===== src/stpatt_defs.svh =====
`ifndef STPATT_DEFS_SVH
`define STPATT_DEFS_SVH
// ----------------------------------------
// Register map (AXI4-Lite byte offsets)
// ----------------------------------------
`define STPATT_CTRL_OFF 4'h0
`define STPATT_WORD_OFF 4'h4
`define STPATT_STAT_OFF 4'h8
// CTRL fields
`define STPATT_CTRL_MODE_LO 0
`define STPATT_CTRL_MODE_HI 1
`define STPATT_CTRL_LONG_BIT 2
`define STPATT_CTRL_GO_BIT 3
// STAT fields
`define STPATT_STAT_BUSY_BIT 0
// Reset values
`define STPATT_WORD_RST 6'h3F
`define STPATT_MODE_RST 2'h0
`define STPATT_LONG_RST 1'b1
// ----------------------------------------
// Timing
// ----------------------------------------
`define STPATT_CLK_MHZ 125
`define STPATT_HALF_NS 40
`define STPATT_HALF_CYC ((`STPATT_HALF_NS * `STPATT_CLK_MHZ + 999) / 1000)
`define STPATT_WORD_W 6
`define STPATT_LONG_W 8
`endif


===== src/stpatt_pkg.sv =====
package stpatt_pkg;
  typedef enum logic [1:0]
  {
    STPATT_MODE_SERIAL = 2'b00,
    STPATT_MODE_LATCHED = 2'b01,
    STPATT_MODE_DIRECT = 2'b10
  } stpatt_mode_e;
  typedef enum logic [2:0]
  {
    STPATT_IDLE = 3'b000,
    STPATT_SHIFT_LO = 3'b001,
    STPATT_SHIFT_HI = 3'b010,
    STPATT_STROBE = 3'b011,
    STPATT_SETUP = 3'b100,
    STPATT_DONE = 3'b101
  } stpatt_state_e;
  // Pins driven toward the attenuator
  typedef struct packed
  {
    logic latch_strobe;
    logic interface_select;
    logic [5:0] data_bits;
  } stpatt_pins_s;
  typedef logic [5:0] stpatt_word_t;
endpackage


===== src/stpatt_ctrl.sv =====
// The AXI4-Lite register port and the placing of the registers were left to the implementer.
`timescale 1ns/1ps
`include "stpatt_defs.svh"
module stpatt_ctrl
  import stpatt_pkg::*;
(
  input wire logic aclk,
  input wire logic aresetn,
  input wire logic [3:0] s_axi_awaddr,
  input wire logic s_axi_awvalid,
  output logic s_axi_awready,
  input wire logic [31:0] s_axi_wdata,
  input wire logic [3:0] s_axi_wstrb,
  input wire logic s_axi_wvalid,
  output logic s_axi_wready,
  output logic [1:0] s_axi_bresp,
  output logic s_axi_bvalid,
  input wire logic s_axi_bready,
  input wire logic [3:0] s_axi_araddr,
  input wire logic s_axi_arvalid,
  output logic s_axi_arready,
  output logic [31:0] s_axi_rdata,
  output logic [1:0] s_axi_rresp,
  output logic s_axi_rvalid,
  input wire logic s_axi_rready,
  output stpatt_pkg::stpatt_pins_s pins,
  input wire logic serial_out_pin
);
  import stpatt_pkg::*;
  // ----------------------------------------
  // Register slave
  // ----------------------------------------
  logic [1:0] mode_q;
  logic long_q;
  stpatt_word_t word_q;
  logic go_q;
  logic busy;
  logic [7:0] echo_q;
  logic so_s1_q;
  logic so_s2_q;
  logic wr_fire;
  logic aw_ok;
  assign aw_ok = s_axi_awvalid && s_axi_wvalid && !s_axi_bvalid;
  assign s_axi_awready = aw_ok;
  assign s_axi_wready = aw_ok;
  assign wr_fire = aw_ok;
  assign s_axi_arready = s_axi_arvalid && !s_axi_rvalid;
  always_ff @(posedge aclk)
  begin
    if (!aresetn)
    begin
      mode_q <= `STPATT_MODE_RST;
      long_q <= `STPATT_LONG_RST;
      word_q <= `STPATT_WORD_RST;
      go_q <= 1'b0;
    end
    else
    begin
      go_q <= 1'b0;
      if (wr_fire && s_axi_wstrb[0])
      begin
        if (s_axi_awaddr == `STPATT_CTRL_OFF && !busy)
        begin
          mode_q <= s_axi_wdata[`STPATT_CTRL_MODE_HI:`STPATT_CTRL_MODE_LO];
          long_q <= s_axi_wdata[`STPATT_CTRL_LONG_BIT];
          go_q <= s_axi_wdata[`STPATT_CTRL_GO_BIT] && !busy;
        end
        else if (s_axi_awaddr == `STPATT_WORD_OFF)
          word_q <= s_axi_wdata[5:0];
      end
    end
  end
  always_ff @(posedge aclk)
  begin
    if (!aresetn)
    begin
      s_axi_bvalid <= 1'b0;
      s_axi_bresp <= 2'h0;
    end
    else if (wr_fire)
    begin
      s_axi_bvalid <= 1'b1;
      s_axi_bresp <= (s_axi_awaddr == `STPATT_CTRL_OFF || s_axi_awaddr == `STPATT_WORD_OFF)
        ? 2'h0 : 2'h2;
    end
    else if (s_axi_bready)
      s_axi_bvalid <= 1'b0;
  end
  always_ff @(posedge aclk)
  begin
    if (!aresetn)
    begin
      s_axi_rvalid <= 1'b0;
      s_axi_rdata <= 32'h0;
      s_axi_rresp <= 2'h0;
    end
    else if (s_axi_arready)
    begin
      s_axi_rvalid <= 1'b1;
      s_axi_rresp <= 2'h0;
      unique case (s_axi_araddr)
        `STPATT_CTRL_OFF: s_axi_rdata <= {29'h0, long_q, mode_q};
        `STPATT_WORD_OFF: s_axi_rdata <= {26'h0, word_q};
        `STPATT_STAT_OFF: s_axi_rdata <= {23'h0, echo_q, busy};
        default:
        begin
          s_axi_rdata <= 32'h0;
          s_axi_rresp <= 2'h2;
        end
      endcase
    end
    else if (s_axi_rready)
      s_axi_rvalid <= 1'b0;
  end
  // ----------------------------------------
  // Pin sequencer
  // ----------------------------------------
  stpatt_state_e st_q;
  logic [7:0] half_q;
  logic [3:0] bit_q;
  logic [7:0] sh_q;
  logic strobe_q;
  logic sclk_q;
  logic sdat_q;
  stpatt_word_t par_q;
  logic half_end;
  assign half_end = (half_q == 8'(`STPATT_HALF_CYC - 1));
  assign busy = (st_q != STPATT_IDLE);
  always_ff @(posedge aclk)
  begin
    if (!aresetn)
      half_q <= 8'h00;
    else if (st_q == STPATT_IDLE || half_end)
      half_q <= 8'h00;
    else
      half_q <= half_q + 8'h01;
  end
  always_ff @(posedge aclk)
  begin
    if (!aresetn)
    begin
      st_q <= STPATT_IDLE;
      bit_q <= 4'h0;
      sh_q <= 8'h00;
      strobe_q <= 1'b0;
      sclk_q <= 1'b0;
      sdat_q <= 1'b0;
      par_q <= `STPATT_WORD_RST;
    end
    else
    begin
      unique case (st_q)
        STPATT_IDLE:
        begin
          sclk_q <= 1'b0;
          strobe_q <= (mode_q == STPATT_MODE_DIRECT);
          if (mode_q == STPATT_MODE_DIRECT)
            par_q <= word_q;
          if (go_q && mode_q == STPATT_MODE_SERIAL)
          begin
            sh_q <= {2'b00, word_q};
            bit_q <= long_q ? 4'(`STPATT_LONG_W) : 4'(`STPATT_WORD_W);
            st_q <= STPATT_SHIFT_LO;
          end
          else if (go_q && mode_q == STPATT_MODE_LATCHED)
          begin
            par_q <= word_q;
            st_q <= STPATT_SETUP;
          end
        end
        STPATT_SHIFT_LO:
        begin
          sclk_q <= 1'b0;
          strobe_q <= 1'b0;
          sdat_q <= long_q ? sh_q[7] : sh_q[5];
          if (half_end)
            st_q <= STPATT_SHIFT_HI;
        end
        STPATT_SHIFT_HI:
        begin
          sclk_q <= 1'b1;
          if (half_end)
          begin
            sh_q <= {sh_q[6:0], 1'b0};
            bit_q <= bit_q - 4'h1;
            st_q <= (bit_q == 4'h1) ? STPATT_SETUP : STPATT_SHIFT_LO;
          end
        end
        STPATT_SETUP:
        begin
          sclk_q <= 1'b0;
          if (half_end)
            st_q <= STPATT_STROBE;
        end
        STPATT_STROBE:
        begin
          strobe_q <= 1'b1;
          if (half_end)
            st_q <= STPATT_DONE;
        end
        STPATT_DONE:
        begin
          strobe_q <= 1'b0;
          if (half_end)
            st_q <= STPATT_IDLE;
        end
        default: st_q <= STPATT_IDLE;
      endcase
    end
  end
  always_ff @(posedge aclk)
  begin
    if (!aresetn)
    begin
      so_s1_q <= 1'b0;
      so_s2_q <= 1'b0;
      echo_q <= 8'h00;
    end
    else
    begin
      so_s1_q <= serial_out_pin;
      so_s2_q <= so_s1_q;
      if (st_q == STPATT_SHIFT_HI && half_end)
        echo_q <= {echo_q[6:0], so_s2_q};
    end
  end
  always_comb
  begin
    pins.latch_strobe = strobe_q;
    pins.interface_select = (mode_q == STPATT_MODE_SERIAL);
    if (mode_q == STPATT_MODE_SERIAL)
      pins.data_bits = {sclk_q, sdat_q, 4'h0};
    else
      pins.data_bits = par_q;
  end
  // ----------------------------------------
  // Checks
  // ----------------------------------------
  property p_shift_low;
    @(posedge aclk) disable iff (!aresetn)
    (st_q == STPATT_SHIFT_HI) |-> !strobe_q;
  endproperty
  a_shift_low: assert property (p_shift_low) else $error("strobe high while shifting");
  property p_strobe_after;
    @(posedge aclk) disable iff (!aresetn)
    (st_q == STPATT_STROBE && $past(st_q) == STPATT_SETUP) |=> strobe_q;
  endproperty
  a_strobe_after: assert property (p_strobe_after) else $error("no strobe pulse");
  property p_direct;
    @(posedge aclk) disable iff (!aresetn)
    (st_q == STPATT_IDLE && mode_q == STPATT_MODE_DIRECT) |=> strobe_q;
  endproperty
  a_direct: assert property (p_direct) else $error("direct strobe low");
  property p_select;
    @(posedge aclk) disable iff (!aresetn)
    (st_q == STPATT_SHIFT_LO || st_q == STPATT_SHIFT_HI) |-> pins.interface_select;
  endproperty
  a_select: assert property (p_select) else $error("bad select");
  property p_clk_data;
    @(posedge aclk) disable iff (!aresetn)
    ($rose(pins.data_bits[5]) && pins.interface_select) |-> $stable(pins.data_bits[4]);
  endproperty
  a_clk_data: assert property (p_clk_data) else $error("data moved on clock rise");
  property p_mask;
    @(posedge aclk) disable iff (!aresetn)
    (pins.interface_select && pins.latch_strobe) |-> !pins.data_bits[5];
  endproperty
  a_mask: assert property (p_mask) else $error("serial clock high under strobe");
  property p_latch_data;
    @(posedge aclk) disable iff (!aresetn)
    ($rose(pins.latch_strobe) && mode_q == STPATT_MODE_LATCHED) |-> $stable(pins.data_bits);
  endproperty
  a_latch_data: assert property (p_latch_data) else $error("data moved at strobe");
endmodule


===== config.mk =====
export PLATFORM = sky130hd
export DESIGN_NAME = stpatt_ctrl
export DESIGN_NICKNAME = d
export VERILOG_FILES = /design/src/stpatt_pkg.sv /design/src/stpatt_ctrl.sv
export VERILOG_INCLUDE_DIRS = /design/src
export SDC_FILE = /design/constraint.sdc
export NUM_CORES = 1
export LEC_CHECK = 0
export BUFFER_PORTS_ARGS = -buffer_cell sky130_fd_sc_hd__clkbuf_2
export CORE_MARGIN = 2
export CORE_UTILIZATION = 45
export CTS_BUF_LIST = sky130_fd_sc_hd__clkbuf_8
export CTS_CLUSTER_DIAMETER = 150
export DETAILED_ROUTE_END_ITERATION = 12
export PLACE_DENSITY = 0.75
export SYNTH_ARGS = -nofsm -noshare
export SYNTH_HDL_FRONTEND = slang
export SYNTH_SLANG_ARGS = --single-unit

===== constraint.sdc =====
create_clock -name aclk -period 1.5 [get_ports aclk]
set_input_delay 0.225 -clock aclk [delete_from_list [all_inputs] [get_ports aclk]]
set_output_delay 0.225 -clock aclk [all_outputs]
set_load 0.01 [all_outputs]

* Word-level counts from Yosys, hierarchy flattened
Cells that the tools add are included.
Storage, ports and cells: bits in registers 90, latch bits 0, memory bits (writable) 0, memory bits (read-only) 0, input port bits 52, output and inout bits 49, logic and storage cells 106, memories 0
Operators by class: $add $sub $neg 2, $mul 0, divide/modulo/power cells 0, order comparisons 0, eq/ne operators 19, shift-type cells 0, muxes and demuxes 30, bitwise gates (word level) 2, reduce and logical (&&, ||, !) cells 33
Operators by type and width (count):
- $pmux W9 S3 | 1
- $mux W3 | 8
- $mux W6 | 4
- $pmux W3 S6 | 1
- $mux W8 | 2
- $pmux W8 S2 | 1
- $mux W4 | 3
- $ne A2 B2 Y1 const B | 5
- $logic_and A1 B1 Y1 | 9
- $reduce_and A3 Y1 | 3
- $add A8 B1 Y8 const B | 1
- $eq A4 B3 Y1 const B | 2
- $eq A8 B3 Y1 const B | 1
- $logic_not A4 Y1 | 2
- $pmux W4 S2 | 1
- $reduce_bool A2 Y1 | 4
- $eq A3 B2 Y1 const B | 2
- $eq A3 B3 Y1 const B | 2
- $reduce_and A6 Y1 | 1
- $reduce_bool A3 Y1 | 2
- $reduce_or A3 Y1 | 2
- $mux W1 | 5
- $eq A4 B1 Y1 const B | 1
- $eq A4 B4 Y1 const B | 1
- 16 further kinds | 22

* Longest topological paths before layout
word-level depth 5, gate-level depth with buffers 8, depth with buffers taken out 6

* Worst setup path before layout
Ideal clock, no wire load.
path type flip-flop to flip-flop, from register half_q[0], to register st_q[0], library setup time 0.072 ns, data arrival time 1.419 ns, required time 1.428 ns, slack 0.010 ns, stages on the path, launching flop included 7, path buffers 0, clock period less this slack 1.490 ns, path through dfxtp_1 -> inv_1 -> ha_1 -> nor4b_4 -> and2_1 -> o311ai_2 -> mux2i_1
On the way: longest elaborated chain between the ends 3, elaborated cells on any way between the ends 7, classes of those cells 6 x eq/ne; 1 x reduce/logical
RTL lines:
- from (decl) | RTL line stpatt_ctrl.sv:119 | logic [7:0] half_q;
- from (signal assigned) | RTL line stpatt_ctrl.sv:136 | half_q <= half_q + 8'h01;
- $eq A8 B3 Y1 (*) | RTL line stpatt_ctrl.sv:127 | assign half_end = (half_q == 8'(`STPATT_HALF_CYC - 1));
- $ne A2 B2 Y1 (no line)
- $reduce_and A6 Y1 (no line) (*)
- to (signal assigned) | RTL line stpatt_ctrl.sv:186 | st_q <= (bit_q == 4'h1) ? STPATT_SETUP : STPATT_SHIFT_LO;
- to (decl) | RTL line stpatt_ctrl.sv:118 | stpatt_state_e st_q;
Mark *: on every way between the ends. The rest lies on a longest branch, timed or not. A chain may end at the register's enable or synchronous reset.

==> reports/qor.yml <==
outcome:
  outcome: "complete, but fails checks"
  violations: "negative setup slack"
placed_design:
  placed_area_mm2: 0.003485
  dp_hpwl_um: 4985
  dp_cells: 485
  port_buffers: 46
  preCtsSetupSlack_ns: -0.07785
  place.gp.congestion: 0.7884
clock_tree:
  cts-buffers-inserted: 9
  htreeDepth: 3
  clock_latency_ns: 0.35
  cts_root_buf: "clkbuf_8"
  cts_tree: "done"
  cts_buffer_depth: 2
  clk_pin_slew_worst_paths_ns: 0.07
  numClockSinks: 65
grt:
  antenna_found_initial: 0
  grt_use_total_pct: 19.65
  grt-ovfl-total: 0
  grt_max_degree: 35
  grt_first_pass_wirelength_um: 11730
  grt_pass1_vias: 2518
min_path:
  hold_depth: 2
  hold_class: "primary input to flip-flop"
critical_path:
  arrival_ns: 1.39
  cp_max_fo: 3
  path_class: "flip-flop to primary output"
  worstSetupStartpointType: "flip-flop"
  reg2reg_depth: 7
  worstPathRequired_ns: 1.27
  endpoint_kind: "primary output"
detailed_routing:
  top_layer_used: "met4"
  drtAntennaViolNets: 0
  first_pass_iters: 4
  met3_length_um: 397
  routed_wl_um: 8029
  route.met2.wl_um: 4130
  drc: 0
  wl_per_cell_um: 15.71
  viasPerCell: 5.368
  wl_met1_um: 3344
  drt_iter0_drc: 114
  vias: 2743
yosys:
  yosys.area_share.adder_pct: 1.596
  yosysTopAreaCellShare_pct: 41.50
  synth.area.mux_share_pct: 7.422
  synth_compound_area_share_pct: 14.57
  synth.distinct_cells: 55
  synth_area_mm2: 0.003136
  synth-simple-area-share_pct: 22.39
  synthTopCellsByArea: "dfxtp_1, buf_4, mux2i_1"
  synth_top_family_by_area: "simple AND/OR/NAND/NOR gates"
  async_flop_share_pct: 0
  synthCells: 353
  yosys_warnings: 0
  synth.most_common_cell: "dfxtp_1"
  ys.flop_type: "dfxtp_1"
  synth.top_cells.by_count: "dfxtp_1, nand2_1, buf_4"
  yosys.area_share.xor_xnor_pct: 1.676
  seq_area_frac_synth_pct: 41.50
  synth-edff-count: 0
  synth-seq-cells: 65
  syn_area_per_cell_um2: 8.882
  synth_top_cell_by_area: "dfxtp_1"
floorplanning:
  die_w_um: 87.48
  start_util_pct: 46.41
  coreArea_mm2: 0.006756
  placementRows: 30
  die_h_um: 87.48
  die-area_mm2: 0.007652
  ioPinCount: 101
final_layout:
  nNetsFinal: 482
  fin_util_pct: 62.72
  stdcell_area_mm2: 0.004238
  fillCellCount: 514
  diodes: 0
  finalNonFillerCells: 511
  area_growth_pct: 35.16
  final_layout_size_suffix_gt1_share_pct: 39.68
sta:
  hold_violations: 0
  tns_ns: -1.224
  fmax_ghz: 0.6179
  period_minus_slack_ns: 1.618
  fin_skew_ns: 0.007151
  post-route-period-util_pct: 107.9
  slew_viol_final: 0
  setup_violations: 28
  rsz0062_at_grt: "true"
  holdWs_ns: 0.09465
  worst_slack_ns: -0.1184
power_and_ir_drop:
  peakVddDrop_v: 0.0008547
  p_leak_nw: 1.926
  p_per_area_mw_per_mm2: 927.4
  p_total_mw: 3.930
job:
  cap_violations: 0
[worst paths after layout]
path             startpoint  endpoint  slack, ns
max reg2reg       half_q[0]  bit_q[3]      -0.10
min          serial_out_pin   so_s1_q       0.09
max               mode_q[1]   pins[5]      -0.12
min reg2reg         so_s1_q   so_s2_q       0.45
[kinds of logic (layout without fill, tap and decap cells)]
logic type | Yosys count | in the layout
compound gates | 64 | 64
xor+xnor | 6 | 6
fa+ha+maj | 4 | 4
buf+inv | 55 | 108
flops | 65 | 65
mux | 23 | 23
other cells | 1 | 25
simple gates | 135 | 136
[registers in the layout (all words and copies together) (netlist names)]
signal        flops
word_q            6
strobe_q          1
echo_q            8
s_axi_bresp       1
half_q            8
sdat_q            1
long_q            1
s_axi_rdata       9
mode_q            2
sclk_q            1
so_s1_q           1
go_q              1
sh_q              8
s_axi_rresp       1
st_q              3
s_axi_rvalid      1
so_s2_q           1
par_q             6
s_axi_bvalid      1
bit_q             4
[cells in the final DEF, fill, tap and decap left out, types with 3 or more instances in the layout]
cell type	instances
buf_6	6
buf_4	27
a22oi_1	8
inv_1	7
a311oi_1	4
nor2_2	3
bufinv_16	4
xor2_1	5
o21ai_0	6
a21oi_2	12
a21oi_1	11
dfxtp_4	3
nand3_1	8
o2bb2ai_1	4
nand3_2	3
nor2b_1	4
mux2i_1	21
nand2_2	8
clkbuf_2	40
dfxtp_2	4
dfxtp_1	58
clkinvlp_4	3
buf_2	3
and2_1	6
clkbuf_8	9
buf_12	3
nor3_1	6
ha_1	3
nand3_4	3
nand2b_1	3
conb_1	25
nand2_4	10
nand2_1	32
a22o_1	3
nor2_1	22
[critical path, stage by stage, from the launching register on]
cell and delay [ns]:
dfxtp_4 0.36, nor2_4 0.16, buf_6 0.12, mux2_4 0.28, clkbuf_2 0.12
[cell type report]
cell class | count | area [µm²] | share of cell area, %
clock buffers | 9 | 123.9 | 2.923
clock inverters | 7 | 142.6 | 3.366
inverters | 10 | 37.54 | 0.8857
multi-input cells | 258 | 1906 | 44.97
flip-flops and latches | 65 | 1318 | 31.09
well taps | 80 | 100.1 | 2.362
repair buffers | 82 | 610.6 | 14.41
[timing repair]
action | CTS | global route
pin swaps | 22 | 28
setup endpoints to repair | 42 | 47
resized for setup | 26 | 73
buffers inserted | 6 | 4
endpoints found under the hold margin | 0 | 0
cloned | 1 | 2
hold buffers | 0 | 0
[where the power goes]
group	switching, mW	internal, mW
registers	0.0110	1.73
logic	0.131	0.0754
clock network	0.709	1.27
total	0.850	3.08
[per-layer routing]
metal / track usage [%] / vias to the layer above
li1: - / 1329
met1: 24.18 / 1309
met2: 33.61 / 86
met3: 4.171 / 19
met4: 7.273 / 0
met5: 0 / -
(Power assumes the default switching activity.)
